$ cat config.mk
export PLATFORM = sky130hd
export DESIGN_NAME = sbil_top
export DESIGN_NICKNAME = d
export VERILOG_FILES = /design/src/verilog/sbil_pkg.sv /design/src/verilog/sbil_top.sv /design/src/verilog/sbil_tick.sv
export SDC_FILE = /design/constraint.sdc
export NUM_CORES = 2
export LEC_CHECK = 0
export ABC_AREA = 1
export BUFFER_PORTS_ARGS = -buffer_cell sky130_fd_sc_hd__buf_2
export CORE_UTILIZATION = 51
export DETAILED_ROUTE_END_ITERATION = 6
export HOLD_SLACK_MARGIN = 0.02
export PLACE_DENSITY = 0.68
export RECOVER_POWER = 100
export SYNTH_ARGS = -nofsm -noshare
export SYNTH_HDL_FRONTEND = slang
export SYNTH_SLANG_ARGS = --single-unit
$ cat constraint.sdc
create_clock -name SYS_CLK -period 144.1 [get_ports SYS_CLK]
set_clock_uncertainty 0.1 [all_clocks]
set_input_delay 28.82 -clock SYS_CLK [delete_from_list [all_inputs] [get_ports SYS_CLK]]
set_output_delay 28.82 -clock SYS_CLK [all_outputs]
set_load 0.1 [all_outputs]
$ cat src/verilog/sbil_pkg.sv
// Shared constants for the brake interlock and limit block
package sbil_pkg;
   // Register byte offsets
   localparam logic [7:0] OFS_SETUP        = 8'h00;
   localparam logic [7:0] OFS_SPD_LIMIT    = 8'h04;
   localparam logic [7:0] OFS_SPD_SCALE    = 8'h08;
   localparam logic [7:0] OFS_TRQ_SCALE    = 8'h0c;
   localparam logic [7:0] OFS_BRK_DELAY1   = 8'h10;
   localparam logic [7:0] OFS_BRK_THRESH   = 8'h14;
   localparam logic [7:0] OFS_BRK_DELAY2   = 8'h18;
   localparam logic [7:0] OFS_MOTOR_TYPE   = 8'h1c;
   localparam logic [7:0] OFS_STATUS       = 8'h20;
   localparam logic [7:0] OFS_SPD_LIM_OUT  = 8'h24;
   localparam logic [7:0] OFS_FF_OUT       = 8'h28;
   // Setup word bit positions
   localparam int SETUP_ANALOG_SPD_BIT = 2;
   localparam int SETUP_ANALOG_CUR_BIT = 8;
   localparam int SETUP_TRQ_FF_BIT     = 9;
   // Reset values
   localparam logic [15:0] RST_SETUP       = 16'h0000;
   localparam logic [15:0] RST_SPD_LIMIT   = 16'h05dc; // 1500 r/min
   localparam logic [15:0] RST_SPD_SCALE   = 16'h012c; // 300
   localparam logic [15:0] RST_TRQ_SCALE   = 16'h001e; // 30
   localparam logic [15:0] RST_BRK_DELAY1  = 16'h0000; // 0 x 10 ms
   localparam logic [15:0] RST_BRK_THRESH  = 16'h0064; // 100 r/min
   localparam logic [15:0] RST_BRK_DELAY2  = 16'h0032; // 50 x 10 ms
   // Parameter ranges
   localparam logic [15:0] MAX_SPD_LIMIT_SLOW = 16'h0bb8; // 3000
   localparam logic [15:0] MAX_SPD_LIMIT_FAST = 16'h1194; // 4500
   localparam logic [15:0] MIN_SPD_SCALE      = 16'h000a; // 10
   localparam logic [15:0] MAX_SPD_SCALE      = 16'h07d0; // 2000
   localparam logic [15:0] MIN_TRQ_SCALE      = 16'h000a; // 10
   localparam logic [15:0] MAX_TRQ_SCALE      = 16'h0064; // 100
   localparam logic [15:0] MAX_BRK_DELAY1     = 16'h0032; // 50
   localparam logic [15:0] MIN_BRK_DELAY2     = 16'h000a; // 10
   localparam logic [15:0] MAX_BRK_DELAY2     = 16'h0064; // 100
   // Timing
   localparam int CLK_HZ    = 100_000_000;
   localparam int TICK_MS   = 10;
   localparam int TICK_CYC  = CLK_HZ / 1000 * TICK_MS;
   localparam int INIT_CYC  = 16;
   // Interlock sequence states
   typedef enum logic [2:0] {
      ST_INIT, ST_DISPLAY, ST_SERVO_ON, ST_BRAKE_WAIT, ST_COAST
   } sbil_state_type;
endpackage

$ cat src/verilog/sbil_top.sv
// Speed limit select, torque feed-forward and brake interlock sequencer
//
// Summary of operation
// - Torque control caps speed at fixed limit
// - Fixed limit clamped by motor speed variant
// - Setup bit 2 selects analog speed limit
// - Analog limit is positive level times speed scale
// - Positive volts both directions, negative gives zero
// - Speed scale default 300, range 10..2000
// - Setup bit 9 makes torque input feed-forward
// - Speed control adds scaled feed-forward to loop
// - Torque scale in 0.1 V per rated, default 30
// - Feed-forward sign gives acceleration direction
// - First delay from brake command to power off
// - Brake speed threshold default 100 r/min
// - Second delay max from servo-off, 10..100
// - Brake output drops on threshold or timeout
// - Run command on enters servo-on, energises motor
// - Power-up initialises then enters status display
// - Analog current limit off when feed-forward on
//
// The placing of the registers and the AHB-Lite slave port were chosen for this implementation.
`timescale 1ns/10ps
module sbil_top #(
   parameter int TICK_CYCLES = sbil_pkg::TICK_CYC,
   parameter int DATA_W      = 16
) (
   // Clock and reset
   input  wire logic              SYS_CLK,
   input  wire logic              NRST,
   // AHB-Lite slave
   input  wire logic              HSEL,
   input  wire logic [31:0]       HADDR,
   input  wire logic [1:0]        HTRANS,
   input  wire logic              HWRITE,
   input  wire logic [2:0]        HSIZE,
   input  wire logic [31:0]       HWDATA,
   input  wire logic              HREADY,
   output logic      [31:0]       HRDATA,
   output logic                   HREADYOUT,
   output logic                   HRESP,
   // Controller inputs, pins
   input  wire logic              RUN_CMD,
   input  wire logic signed [DATA_W-1:0] ANALOG_SPEED_MV,
   input  wire logic signed [DATA_W-1:0] ANALOG_TORQUE_MV,
   input  wire logic              CONTROL_TORQUE_MODE,
   // Motor feedback, same clock
   input  wire logic [DATA_W-1:0] MOTOR_SPEED,
   // Outputs to power stage and loops
   output logic                   MOTOR_POWER_ON,
   output logic                   BRAKE_INTERLOCK_OUT,
   output logic      [DATA_W-1:0] SPEED_LIMIT_OUT,
   output logic signed [31:0]     TORQUE_FF_OUT,
   output logic                   ANALOG_CUR_LIMIT_EN,
   output logic                   STATUS_DISPLAY
);
   // Pin synchronisers
   logic        run_s1, run_s2, tmode_s1, tmode_s2;
   logic signed [DATA_W-1:0] spd_s1, spd_s2, trq_s1, trq_s2;
   // Parameter registers
   logic [15:0] setup_switch_word, fixed_speed_limit, speed_command_scale;
   logic [15:0] torque_command_scale, brake_delay_first;
   logic [15:0] brake_speed_threshold, brake_delay_second;
   logic        motor_fast;
   // Bus address phase capture
   logic        dp_valid, dp_write;
   logic [7:0]  dp_addr;
   // Sequencer
   sbil_pkg::sbil_state_type state;
   logic [15:0] delay_cnt;
   logic [4:0]  init_cnt;
   logic        tick;
   // Derived values
   logic [15:0] spd_max, lim_fixed;
   logic [31:0] lim_analog, next_limit;
   logic signed [31:0] next_ff;

   // Two flip-flops on every pin input
   always_ff @(posedge SYS_CLK or negedge NRST)
   begin
      if (!NRST)
      begin
         run_s1   <= 1'b0;
         run_s2   <= 1'b0;
         tmode_s1 <= 1'b0;
         tmode_s2 <= 1'b0;
         spd_s1   <= '0;
         spd_s2   <= '0;
         trq_s1   <= '0;
         trq_s2   <= '0;
      end
      else
      begin
         run_s1   <= RUN_CMD;
         run_s2   <= run_s1;
         tmode_s1 <= CONTROL_TORQUE_MODE;
         tmode_s2 <= tmode_s1;
         spd_s1   <= ANALOG_SPEED_MV;
         spd_s2   <= spd_s1;
         trq_s1   <= ANALOG_TORQUE_MV;
         trq_s2   <= trq_s1;
      end
   end

   // 10 ms tick for the brake delays
   sbil_tick #(
      .PERIOD (TICK_CYCLES)
   ) u_tick (
      .SYS_CLK (SYS_CLK),
      .NRST    (NRST),
      .TICK    (tick)
   );

   // AHB-Lite address phase capture; slave is always zero wait
   always_ff @(posedge SYS_CLK or negedge NRST)
   begin
      if (!NRST)
      begin
         dp_valid <= 1'b0;
         dp_write <= 1'b0;
         dp_addr  <= 8'h00;
      end
      else if (HREADY)
      begin
         dp_valid <= HSEL && HTRANS[1];
         dp_write <= HWRITE;
         dp_addr  <= HADDR[7:0];
      end
   end

   // Response is always OKAY with no wait states
   always_ff @(posedge SYS_CLK or negedge NRST)
   begin
      if (!NRST)
      begin
         HREADYOUT <= 1'b1;
         HRESP     <= 1'b0;
      end
      else
      begin
         HREADYOUT <= 1'b1;
         HRESP     <= 1'b0;
      end
   end

   // Parameter writes; scale and delay values are clamped on entry, the fixed limit only at use
   always_ff @(posedge SYS_CLK or negedge NRST)
   begin
      if (!NRST)
      begin
         setup_switch_word     <= sbil_pkg::RST_SETUP;
         fixed_speed_limit     <= sbil_pkg::RST_SPD_LIMIT;
         speed_command_scale   <= sbil_pkg::RST_SPD_SCALE;
         torque_command_scale  <= sbil_pkg::RST_TRQ_SCALE;
         brake_delay_first     <= sbil_pkg::RST_BRK_DELAY1;
         brake_speed_threshold <= sbil_pkg::RST_BRK_THRESH;
         brake_delay_second    <= sbil_pkg::RST_BRK_DELAY2;
         motor_fast            <= 1'b1;
      end
      else if (dp_valid && dp_write)
      begin
         case (dp_addr)
            sbil_pkg::OFS_SETUP:
               setup_switch_word <= HWDATA[15:0];
            sbil_pkg::OFS_SPD_LIMIT:
               fixed_speed_limit <= HWDATA[15:0];
            sbil_pkg::OFS_SPD_SCALE:
               speed_command_scale <=
                  (HWDATA[15:0] < sbil_pkg::MIN_SPD_SCALE) ?
                  sbil_pkg::MIN_SPD_SCALE :
                  (HWDATA[15:0] > sbil_pkg::MAX_SPD_SCALE) ?
                  sbil_pkg::MAX_SPD_SCALE : HWDATA[15:0];
            sbil_pkg::OFS_TRQ_SCALE:
               torque_command_scale <=
                  (HWDATA[15:0] < sbil_pkg::MIN_TRQ_SCALE) ?
                  sbil_pkg::MIN_TRQ_SCALE :
                  (HWDATA[15:0] > sbil_pkg::MAX_TRQ_SCALE) ?
                  sbil_pkg::MAX_TRQ_SCALE : HWDATA[15:0];
            sbil_pkg::OFS_BRK_DELAY1:
               brake_delay_first <=
                  (HWDATA[15:0] > sbil_pkg::MAX_BRK_DELAY1) ?
                  sbil_pkg::MAX_BRK_DELAY1 : HWDATA[15:0];
            sbil_pkg::OFS_BRK_THRESH:
               brake_speed_threshold <= HWDATA[15:0];
            sbil_pkg::OFS_BRK_DELAY2:
               brake_delay_second <=
                  (HWDATA[15:0] < sbil_pkg::MIN_BRK_DELAY2) ?
                  sbil_pkg::MIN_BRK_DELAY2 :
                  (HWDATA[15:0] > sbil_pkg::MAX_BRK_DELAY2) ?
                  sbil_pkg::MAX_BRK_DELAY2 : HWDATA[15:0];
            sbil_pkg::OFS_MOTOR_TYPE:
               motor_fast <= HWDATA[0];
            default: ;
         endcase
      end
   end

   // Read data, registered at the address phase so it meets the data phase
   always_ff @(posedge SYS_CLK or negedge NRST)
   begin
      if (!NRST)
         HRDATA <= 32'h0000_0000;
      else if (HREADY && HSEL && HTRANS[1] && !HWRITE)
      begin
         case (HADDR[7:0])
            sbil_pkg::OFS_SETUP:      HRDATA <= {16'h0000, setup_switch_word};
            sbil_pkg::OFS_SPD_LIMIT:  HRDATA <= {16'h0000, fixed_speed_limit};
            sbil_pkg::OFS_SPD_SCALE:
               HRDATA <= {16'h0000, speed_command_scale};
            sbil_pkg::OFS_TRQ_SCALE:
               HRDATA <= {16'h0000, torque_command_scale};
            sbil_pkg::OFS_BRK_DELAY1: HRDATA <= {16'h0000, brake_delay_first};
            sbil_pkg::OFS_BRK_THRESH:
               HRDATA <= {16'h0000, brake_speed_threshold};
            sbil_pkg::OFS_BRK_DELAY2:
               HRDATA <= {16'h0000, brake_delay_second};
            sbil_pkg::OFS_MOTOR_TYPE: HRDATA <= {31'h0, motor_fast};
            sbil_pkg::OFS_STATUS:
               HRDATA <= {26'h0, ANALOG_CUR_LIMIT_EN, state,
                          MOTOR_POWER_ON, BRAKE_INTERLOCK_OUT};
            sbil_pkg::OFS_SPD_LIM_OUT:
               HRDATA <= {{(32-DATA_W){1'b0}}, SPEED_LIMIT_OUT};
            sbil_pkg::OFS_FF_OUT:     HRDATA <= TORQUE_FF_OUT;
            default:                  HRDATA <= 32'h0000_0000;
         endcase
      end
   end

   // Speed limit selection; a negative analog level means zero
   always_comb
   begin
      spd_max = motor_fast ? sbil_pkg::MAX_SPD_LIMIT_FAST
                           : sbil_pkg::MAX_SPD_LIMIT_SLOW;
      lim_fixed = (fixed_speed_limit > spd_max) ?
                  spd_max : fixed_speed_limit;
      // Millivolts times scale, divided back to r/min
      lim_analog = spd_s2[DATA_W-1] ? 32'h0000_0000 :
                   (32'(spd_s2) * 32'(speed_command_scale)) / 32'd1000;
      if (setup_switch_word[sbil_pkg::SETUP_ANALOG_SPD_BIT])
         next_limit = lim_analog;
      else
         next_limit = {16'h0000, lim_fixed};
      // Feed-forward: rated fraction scaled by 10000, sign kept
      if (setup_switch_word[sbil_pkg::SETUP_TRQ_FF_BIT] && !tmode_s2)
         next_ff = (32'(trq_s2) * 32'sd100) /
                   $signed({16'h0000, torque_command_scale});
      else
         next_ff = 32'sd0;
   end

   // Registered loop outputs; limit saturates at the output width
   always_ff @(posedge SYS_CLK or negedge NRST)
   begin
      if (!NRST)
      begin
         SPEED_LIMIT_OUT     <= '0;
         TORQUE_FF_OUT       <= 32'sd0;
         ANALOG_CUR_LIMIT_EN <= 1'b0;
      end
      else
      begin
         SPEED_LIMIT_OUT <= (next_limit > 32'((1 << DATA_W) - 1)) ?
                            '1 : next_limit[DATA_W-1:0];
         TORQUE_FF_OUT   <= next_ff;
         ANALOG_CUR_LIMIT_EN <=
            setup_switch_word[sbil_pkg::SETUP_ANALOG_CUR_BIT] &&
            !setup_switch_word[sbil_pkg::SETUP_TRQ_FF_BIT];
      end
   end

   // Power-up, run and stopping sequence for power and brake
   always_ff @(posedge SYS_CLK or negedge NRST)
   begin
      if (!NRST)
      begin
         state               <= sbil_pkg::ST_INIT;
         init_cnt            <= 5'h00;
         delay_cnt           <= 16'h0000;
         MOTOR_POWER_ON      <= 1'b0;
         BRAKE_INTERLOCK_OUT <= 1'b0;
         STATUS_DISPLAY      <= 1'b0;
      end
      else
      begin
         case (state)
            sbil_pkg::ST_INIT:
            begin
               init_cnt <= init_cnt + 5'h01;
               if (init_cnt == 5'(sbil_pkg::INIT_CYC - 1))
               begin
                  state          <= sbil_pkg::ST_DISPLAY;
                  STATUS_DISPLAY <= 1'b1;
               end
            end
            sbil_pkg::ST_DISPLAY:
               if (run_s2)
               begin
                  state               <= sbil_pkg::ST_SERVO_ON;
                  MOTOR_POWER_ON      <= 1'b1;
                  BRAKE_INTERLOCK_OUT <= 1'b1;
               end
            sbil_pkg::ST_SERVO_ON:
               if (!run_s2)
               begin
                  delay_cnt <= 16'h0000;
                  if (MOTOR_SPEED < brake_speed_threshold)
                  begin
                     // Stopped: brake first, power off after delay one
                     BRAKE_INTERLOCK_OUT <= 1'b0;
                     if (brake_delay_first == 16'h0000)
                     begin
                        MOTOR_POWER_ON <= 1'b0;
                        state          <= sbil_pkg::ST_DISPLAY;
                     end
                     else
                        state <= sbil_pkg::ST_BRAKE_WAIT;
                  end
                  else
                  begin
                     // Moving: power off now, brake held off
                     MOTOR_POWER_ON <= 1'b0;
                     state          <= sbil_pkg::ST_COAST;
                  end
               end
            sbil_pkg::ST_BRAKE_WAIT:
               if (tick)
               begin
                  delay_cnt <= delay_cnt + 16'h0001;
                  if (delay_cnt + 16'h0001 >= brake_delay_first)
                  begin
                     MOTOR_POWER_ON <= 1'b0;
                     state          <= sbil_pkg::ST_DISPLAY;
                  end
               end
            sbil_pkg::ST_COAST:
            begin
               if (tick)
                  delay_cnt <= delay_cnt + 16'h0001;
               if (MOTOR_SPEED < brake_speed_threshold ||
                   (tick && delay_cnt + 16'h0001 >= brake_delay_second))
               begin
                  BRAKE_INTERLOCK_OUT <= 1'b0;
                  state               <= sbil_pkg::ST_DISPLAY;
               end
            end
            default:
               state <= sbil_pkg::ST_INIT;
         endcase
      end
   end
endmodule

$ cat src/verilog/sbil_tick.sv
// Free running tick generator for the brake delay counters
`timescale 1ns/10ps
module sbil_tick #(
   parameter int PERIOD = 1_000_000
) (
   // Clock and reset
   input  wire logic SYS_CLK,
   input  wire logic NRST,
   // Tick out
   output logic      TICK
);
   logic [31:0] cnt;

   // Count one period, pulse for one cycle on wrap
   always_ff @(posedge SYS_CLK or negedge NRST)
   begin
      if (!NRST)
      begin
         cnt  <= 32'h0000_0000;
         TICK <= 1'b0;
      end
      else if (cnt == 32'(PERIOD - 1))
      begin
         cnt  <= 32'h0000_0000;
         TICK <= 1'b1;
      end
      else
      begin
         cnt  <= cnt + 32'h0000_0001;
         TICK <= 1'b0;
      end
   end
endmodule

### Word-level counts from Yosys, hierarchy flattened

Index checks and enable logic that the tools add are counted.

* output and inout port bits: 86
* word-level logic and storage cells: 149
* bits in registers: 332

* div/mod/pow operators: 2
* add/subtract/negate cells: 3
* $lt $le $gt $ge: 9
* reductions and logical operators: 33
* multiply operators: 2
* multiplexer cells: 37
* eq/ne operators: 32

Operators by type and width (number)
* 32-bit one-hot mux with 11 select lines: 1
* 16-bit 2-to-1 mux: 9
* 32-bit 2-to-1 mux: 4
* 8-bit by 5-bit == test with 1-bit output, second input constant: 8
* 32-bit by 1-bit adder with 32-bit output, second input constant: 1
* 32-bit by 10-bit divider with 32-bit output, second input constant: 1
* 32-bit by 17-bit divider with 32-bit output: 1
* 32-bit by 20-bit == test with 1-bit output, second input constant: 1
* 8-bit by 4-bit == test with 1-bit output, second input constant: 4
* 16-bit greater-or-equal comparator: 2
* 32-bit by 16-bit > comparator with 1-bit output, second input constant: 1
* 16-bit by 17-bit multiplier with 32-bit output: 1
* 16-bit one-hot mux with 2 select lines: 1
* 8-bit by 6-bit == test with 1-bit output, second input constant: 3
* 16-bit by 6-bit multiplier with 22-bit output, second input constant: 1
* 3-bit 2-to-1 mux: 7
* 2-bit AND reduction: 9
* 16-bit by 1-bit adder with 16-bit output, second input constant: 1
* 8-bit by 3-bit == test with 1-bit output, second input constant: 2
* 16-bit by 11-bit > comparator with 1-bit output, second input constant: 1
* 16-bit by 13-bit > comparator with 1-bit output: 1
* 16-bit by 6-bit > comparator with 1-bit output, second input constant: 1
* 16-bit by 7-bit > comparator with 1-bit output, second input constant: 1
* 16-bit logical NOT: 1
* other kinds (26): 55

### Logic depth before layout (Yosys ltp)

* depth after elaboration: 6
* depth in mapped cells: 577

### Cells and area by module

From an unflattened synthesis, not the netlist that was laid out.

* cell total of the unflattened synthesis: 10099
* area total of the unflattened synthesis: 66921.7 µm²

Modules (own cells, without submodules)
* sbil_top: instances 1, cells each 9795, sequential area each 7509.7 µm², area each 64873.5 µm²
* sbil_tick: instances 1, cells each 304, sequential area each 825.8 µm², area each 2048.2 µm²

### Worst setup path before layout

OpenSTA, ideal clock, no wires.

* path type: reg2reg
* start: reg trq_s2[2]
* end: reg TORQUE_FF_OUT[30]
* buffers on the path: 61
* setup time: 0.125 ns
* arrival: 74.660 ns
* data required time: 143.875 ns
* path slack: 69.215 ns
* stages on the path, launching flop included: 547
* path through: dfrtp_1 -> inv_1 -> ha_1 -> fa_1 -> ha_1 -> ha_1 -> inv_1 -> fa_1 -> inv_1 -> nand3_1 -> nand2_2 -> nand2_2 -> nand2_2 -> nand2_2 -> nand2_1 -> nand2_2 -> nand2_8 -> buf_12 -> [511 not listed] -> nand2_1 -> nor2_8 -> ha_1 -> inv_1 -> nor2_4 -> nand4_1 -> nor3_1 -> nand2_1 -> inv_1 -> nand2_1 -> inv_2 -> nand4_1 -> nand2_1 -> nand2_1 -> nor2_1 -> a21oi_1 -> o21ai_1 -> a21oi_1

* longest elaborated chain between the ends: 3

RTL lines
* start: declaration: line sbil_top.sv:59 `logic signed [DATA_W-1:0] spd_s1, spd_s2, trq_s1, trq_s2;`
* start signal: assignment: line sbil_top.sv:101 `trq_s2 <= trq_s1;`
* 16-bit by 6-bit multiplier with 22-bit output: line sbil_top.sv:245 `next_ff = (32'(trq_s2) * 32'sd100) /`
* 32-bit by 17-bit divider with 32-bit output: line sbil_top.sv:245
* 32-bit 2-to-1 mux: line sbil_top.sv:244 `if (setup_switch_word[sbil_pkg::SETUP_TRQ_FF_BIT] && !tmode_s2)`
* net next_ff[30]: line sbil_top.sv:76 `logic signed [31:0] next_ff;`
* end signal: assignment: line sbil_top.sv:264 `TORQUE_FF_OUT <= next_ff;`
* end: declaration: line sbil_top.sv:53 `output logic signed [31:0] TORQUE_FF_OUT,`

The timed path passes the listed nets, and every way through them passes these cells.
A chain may end at the register's enable or synchronous reset.

### Worst setup path after layout

* start: reg trq_s2[0]
* end: reg TORQUE_FF_OUT[30]

The elaborated chain is that of the path after synthesis.

==> reports/metrics.cfg <==
[run]
drv_cap=12

[setup_path]
critPathMostFrequentCell=nand2_1
crit_type=reg2reg
cp_slowest_cell=nor3_1
slowest_delay_ns=2.42
r2r_cells=488
arrival_ns=113.94
critPathMaxFanout=65
critical_path_required_ns=144.43
worstSetupStartpointType=register
end_kind=register

[clock_network]
cts_hold_buf=0
post_cts_resize_count=0
clk_pin_slew_ns=0.06
cts_setup_buffers=0
cts_buffers=42
cts_tree=yes
clock-sinks=332
htree_levels=2
cts_root_buffer=clkbuf_16
clock_latency_ns=0.63
cts_buffer_depth=3

[synth]
postSynthCellCount=10020
synth_top_area_cell=nand2_1
yosysMostFrequentCell=nand2_1
ys_top_cells_by_count=nand2_1 (2,234), inv_1 (1,475), nor2_1 (813)
avgSynthCellArea_sq_um=6.614
yosysSeqAreaShare_pct=12.58
syn_area_sq_mm=0.06625
yosysWarnings=0
synthArstFlopShare_pct=100.0
synth-seq-cells=332
synth_top_area_share_pct=12.66
synth_flop_cell=dfrtp_1
synth.top_cells.by_area=nand2_1 (13%), dfrtp_1 (12%), ha_1 (12%)
yosysUniqueCellTypes=102
synth_edf_count=0

[final_layout]
nets=11000
fillCellCount=12920
seq_area_sq_mm=0.008335
drive_gt1_share_pct=10.97
syn2layout_area_growth_pct=3.938
multiInputGateArea_sq_mm=0.04978

[placed_design]
dp_hpwl_microns=167700
placement.io_buffers=163
gp_congestion=0.9712

[die]
die_area_sq_mm=0.1313
die_w_microns=362.4
rows=131
ioPinCount=210
initial_utilization_pct=51.69
die_h_microns=362.4
core_area_sq_mm=0.1282

[drt]
detail-route-antenna-nets=0
first_pass_iters=6
totalWireLength_microns=209200
post_drt_via_cell_ratio=5.571
post_drt_wl_per_cell_microns=17.72
vias=65780
drcViolationCount=0
drt_iter0_markers=5436

[timing]
fin_crit_ns=113.61
rsz0062_at_grt=false
period_share_pct=78.84
finalHoldViolCount=0
maxSlewHeadroom_pct=-196.9
drv_slew=530
tns_ns=0
clock.fmax_mhz=8.802
worst_pin_slew_ns=4.453
setup_violations=0

[run_status]
status=complete, but fails checks
failed_checks=max-capacitance violations, max-slew violations

[global_route]
grt_max_degree=81
grt_antenna_before_repair=5
grt_overflow_total=0
track_usage_pct=31.36
grt_pass1_wl_microns=331900
grt_pass1_vias=62240

[min_path]
min_path_cells=0
worstHoldPathType=reg2reg

flip-flops by register name, summed over array words and instances, names as in the netlist, 5 cells and up:
register               cells
brake_speed_threshold     16
fixed_speed_limit         16
brake_delay_second        16
SPEED_LIMIT_OUT           16
torque_command_scale      16
HRDATA                    32
spd_s1                    16
setup_switch_word         16
brake_delay_first         16
trq_s2                    16
dp_addr                    8
init_cnt                   5
speed_command_scale       16
delay_cnt                 16
trq_s1                    16
spd_s2                    16
TORQUE_FF_OUT             32
u_tick.cnt                32
worst max-delay path, delay by kind of cell (launching register included):
kind	cells	cell delay, ns
xor gates and xnor gates	1	0.30
buffers and inverters	80	20.96
adders and majority gates	38	12.51
DFF	1	0.36
AOI/OAI and AO/OA	153	34.62
and+or+nand+nor	216	43.94
metrics by stage:
stage	setup WS, ns	instances	hold WS, ns	utilization, %	instance area (sq um)
2_1_floorplan	69.22	10020	0.2312	-	66270
3_3_place_gp	52.96	11730	0.2318	52.85	67740
3_5_place_dp	51.56	11730	0.2347	52.85	67740
4_1_cts	51.23	11800	0.2477	53.99	69200
5_1_grt	20.58	11810	0.2530	53.72	68850
6_report	30.49	11810	0.2460	53.72	68860
layout make-up:
class,count,area share [%]
timing repair buffer,217,1.541
tap,1729,3.142
inverter,1583,8.794
multi-input combinational,7867,72.29
clock buffer,53,1.659
antenna,3,0.01090
sequential,332,12.11
clock inverter,23,0.4597
metal layers:
metal  part of all wire, %  track usage [%]  vias to the layer above  routed length (microns)
li1                      -                -                    32570                        -
met1                    45            42.66                    30670                    93450
met2                    44            51.35                     2140                    92760
met3                   7.2            3.494                      389                    15120
met4                   3.8            10.69                        6                     7869
met5                 0.019                0                        -                       40
layout by cell type, fill, tap and decap left out, drive strengths merged, types with 5 or more instances in the layout:
master	count
a211oi	13
a21boi	10
a21o	15
a21oi	642
a221oi	20
a31oi	21
and2	13
and3	5
buf	107
bufinv	8
clkbuf	163
clkinv	40
clkinvlp	9
conb	6
dfrtp	310
dfstp	22
fa	209
ha	619
inv	1549
mux2	13
nand2	2611
nand3	711
nand3b	29
nand4	219
nor2	978
nor3	148
nor3b	5
nor4	38
o211ai	35
o21a	42
o21ai	692
o21bai	58
o221ai	10
o22ai	45
o31ai	23
or2	40
xnor2	203
xor2	355
worst paths after layout:
kind                       slack (ns)                       end      start
max in group asynchronous      106.26  torque_command_scale[12]       NRST
setup reg to reg                30.49         TORQUE_FF_OUT[30]  trq_s2[0]
hold reg to reg                  0.25                 trq_s2[7]  trq_s1[7]
min in group asynchronous       29.65                 spd_s1[7]       NRST
hold / removal                   0.25                 trq_s2[7]  trq_s1[7]
setup / recovery                30.49         TORQUE_FF_OUT[30]  trq_s2[0]
cell families after synthesis:
kind of cell               synth area share, %
and+or+nand+nor                          35.43
buffers and inverters                    12.12
AOI/OAI and AO/OA                        14.04
adders and majority gates                18.01
xor gates and xnor gates                 7.581
DFF                                      12.58
muxes                                   0.2210
other                                  0.01134
Power is left out: the tool's default activity adds up to more than one toggle a clock period on the data nets, which glitch-free logic cannot reach.
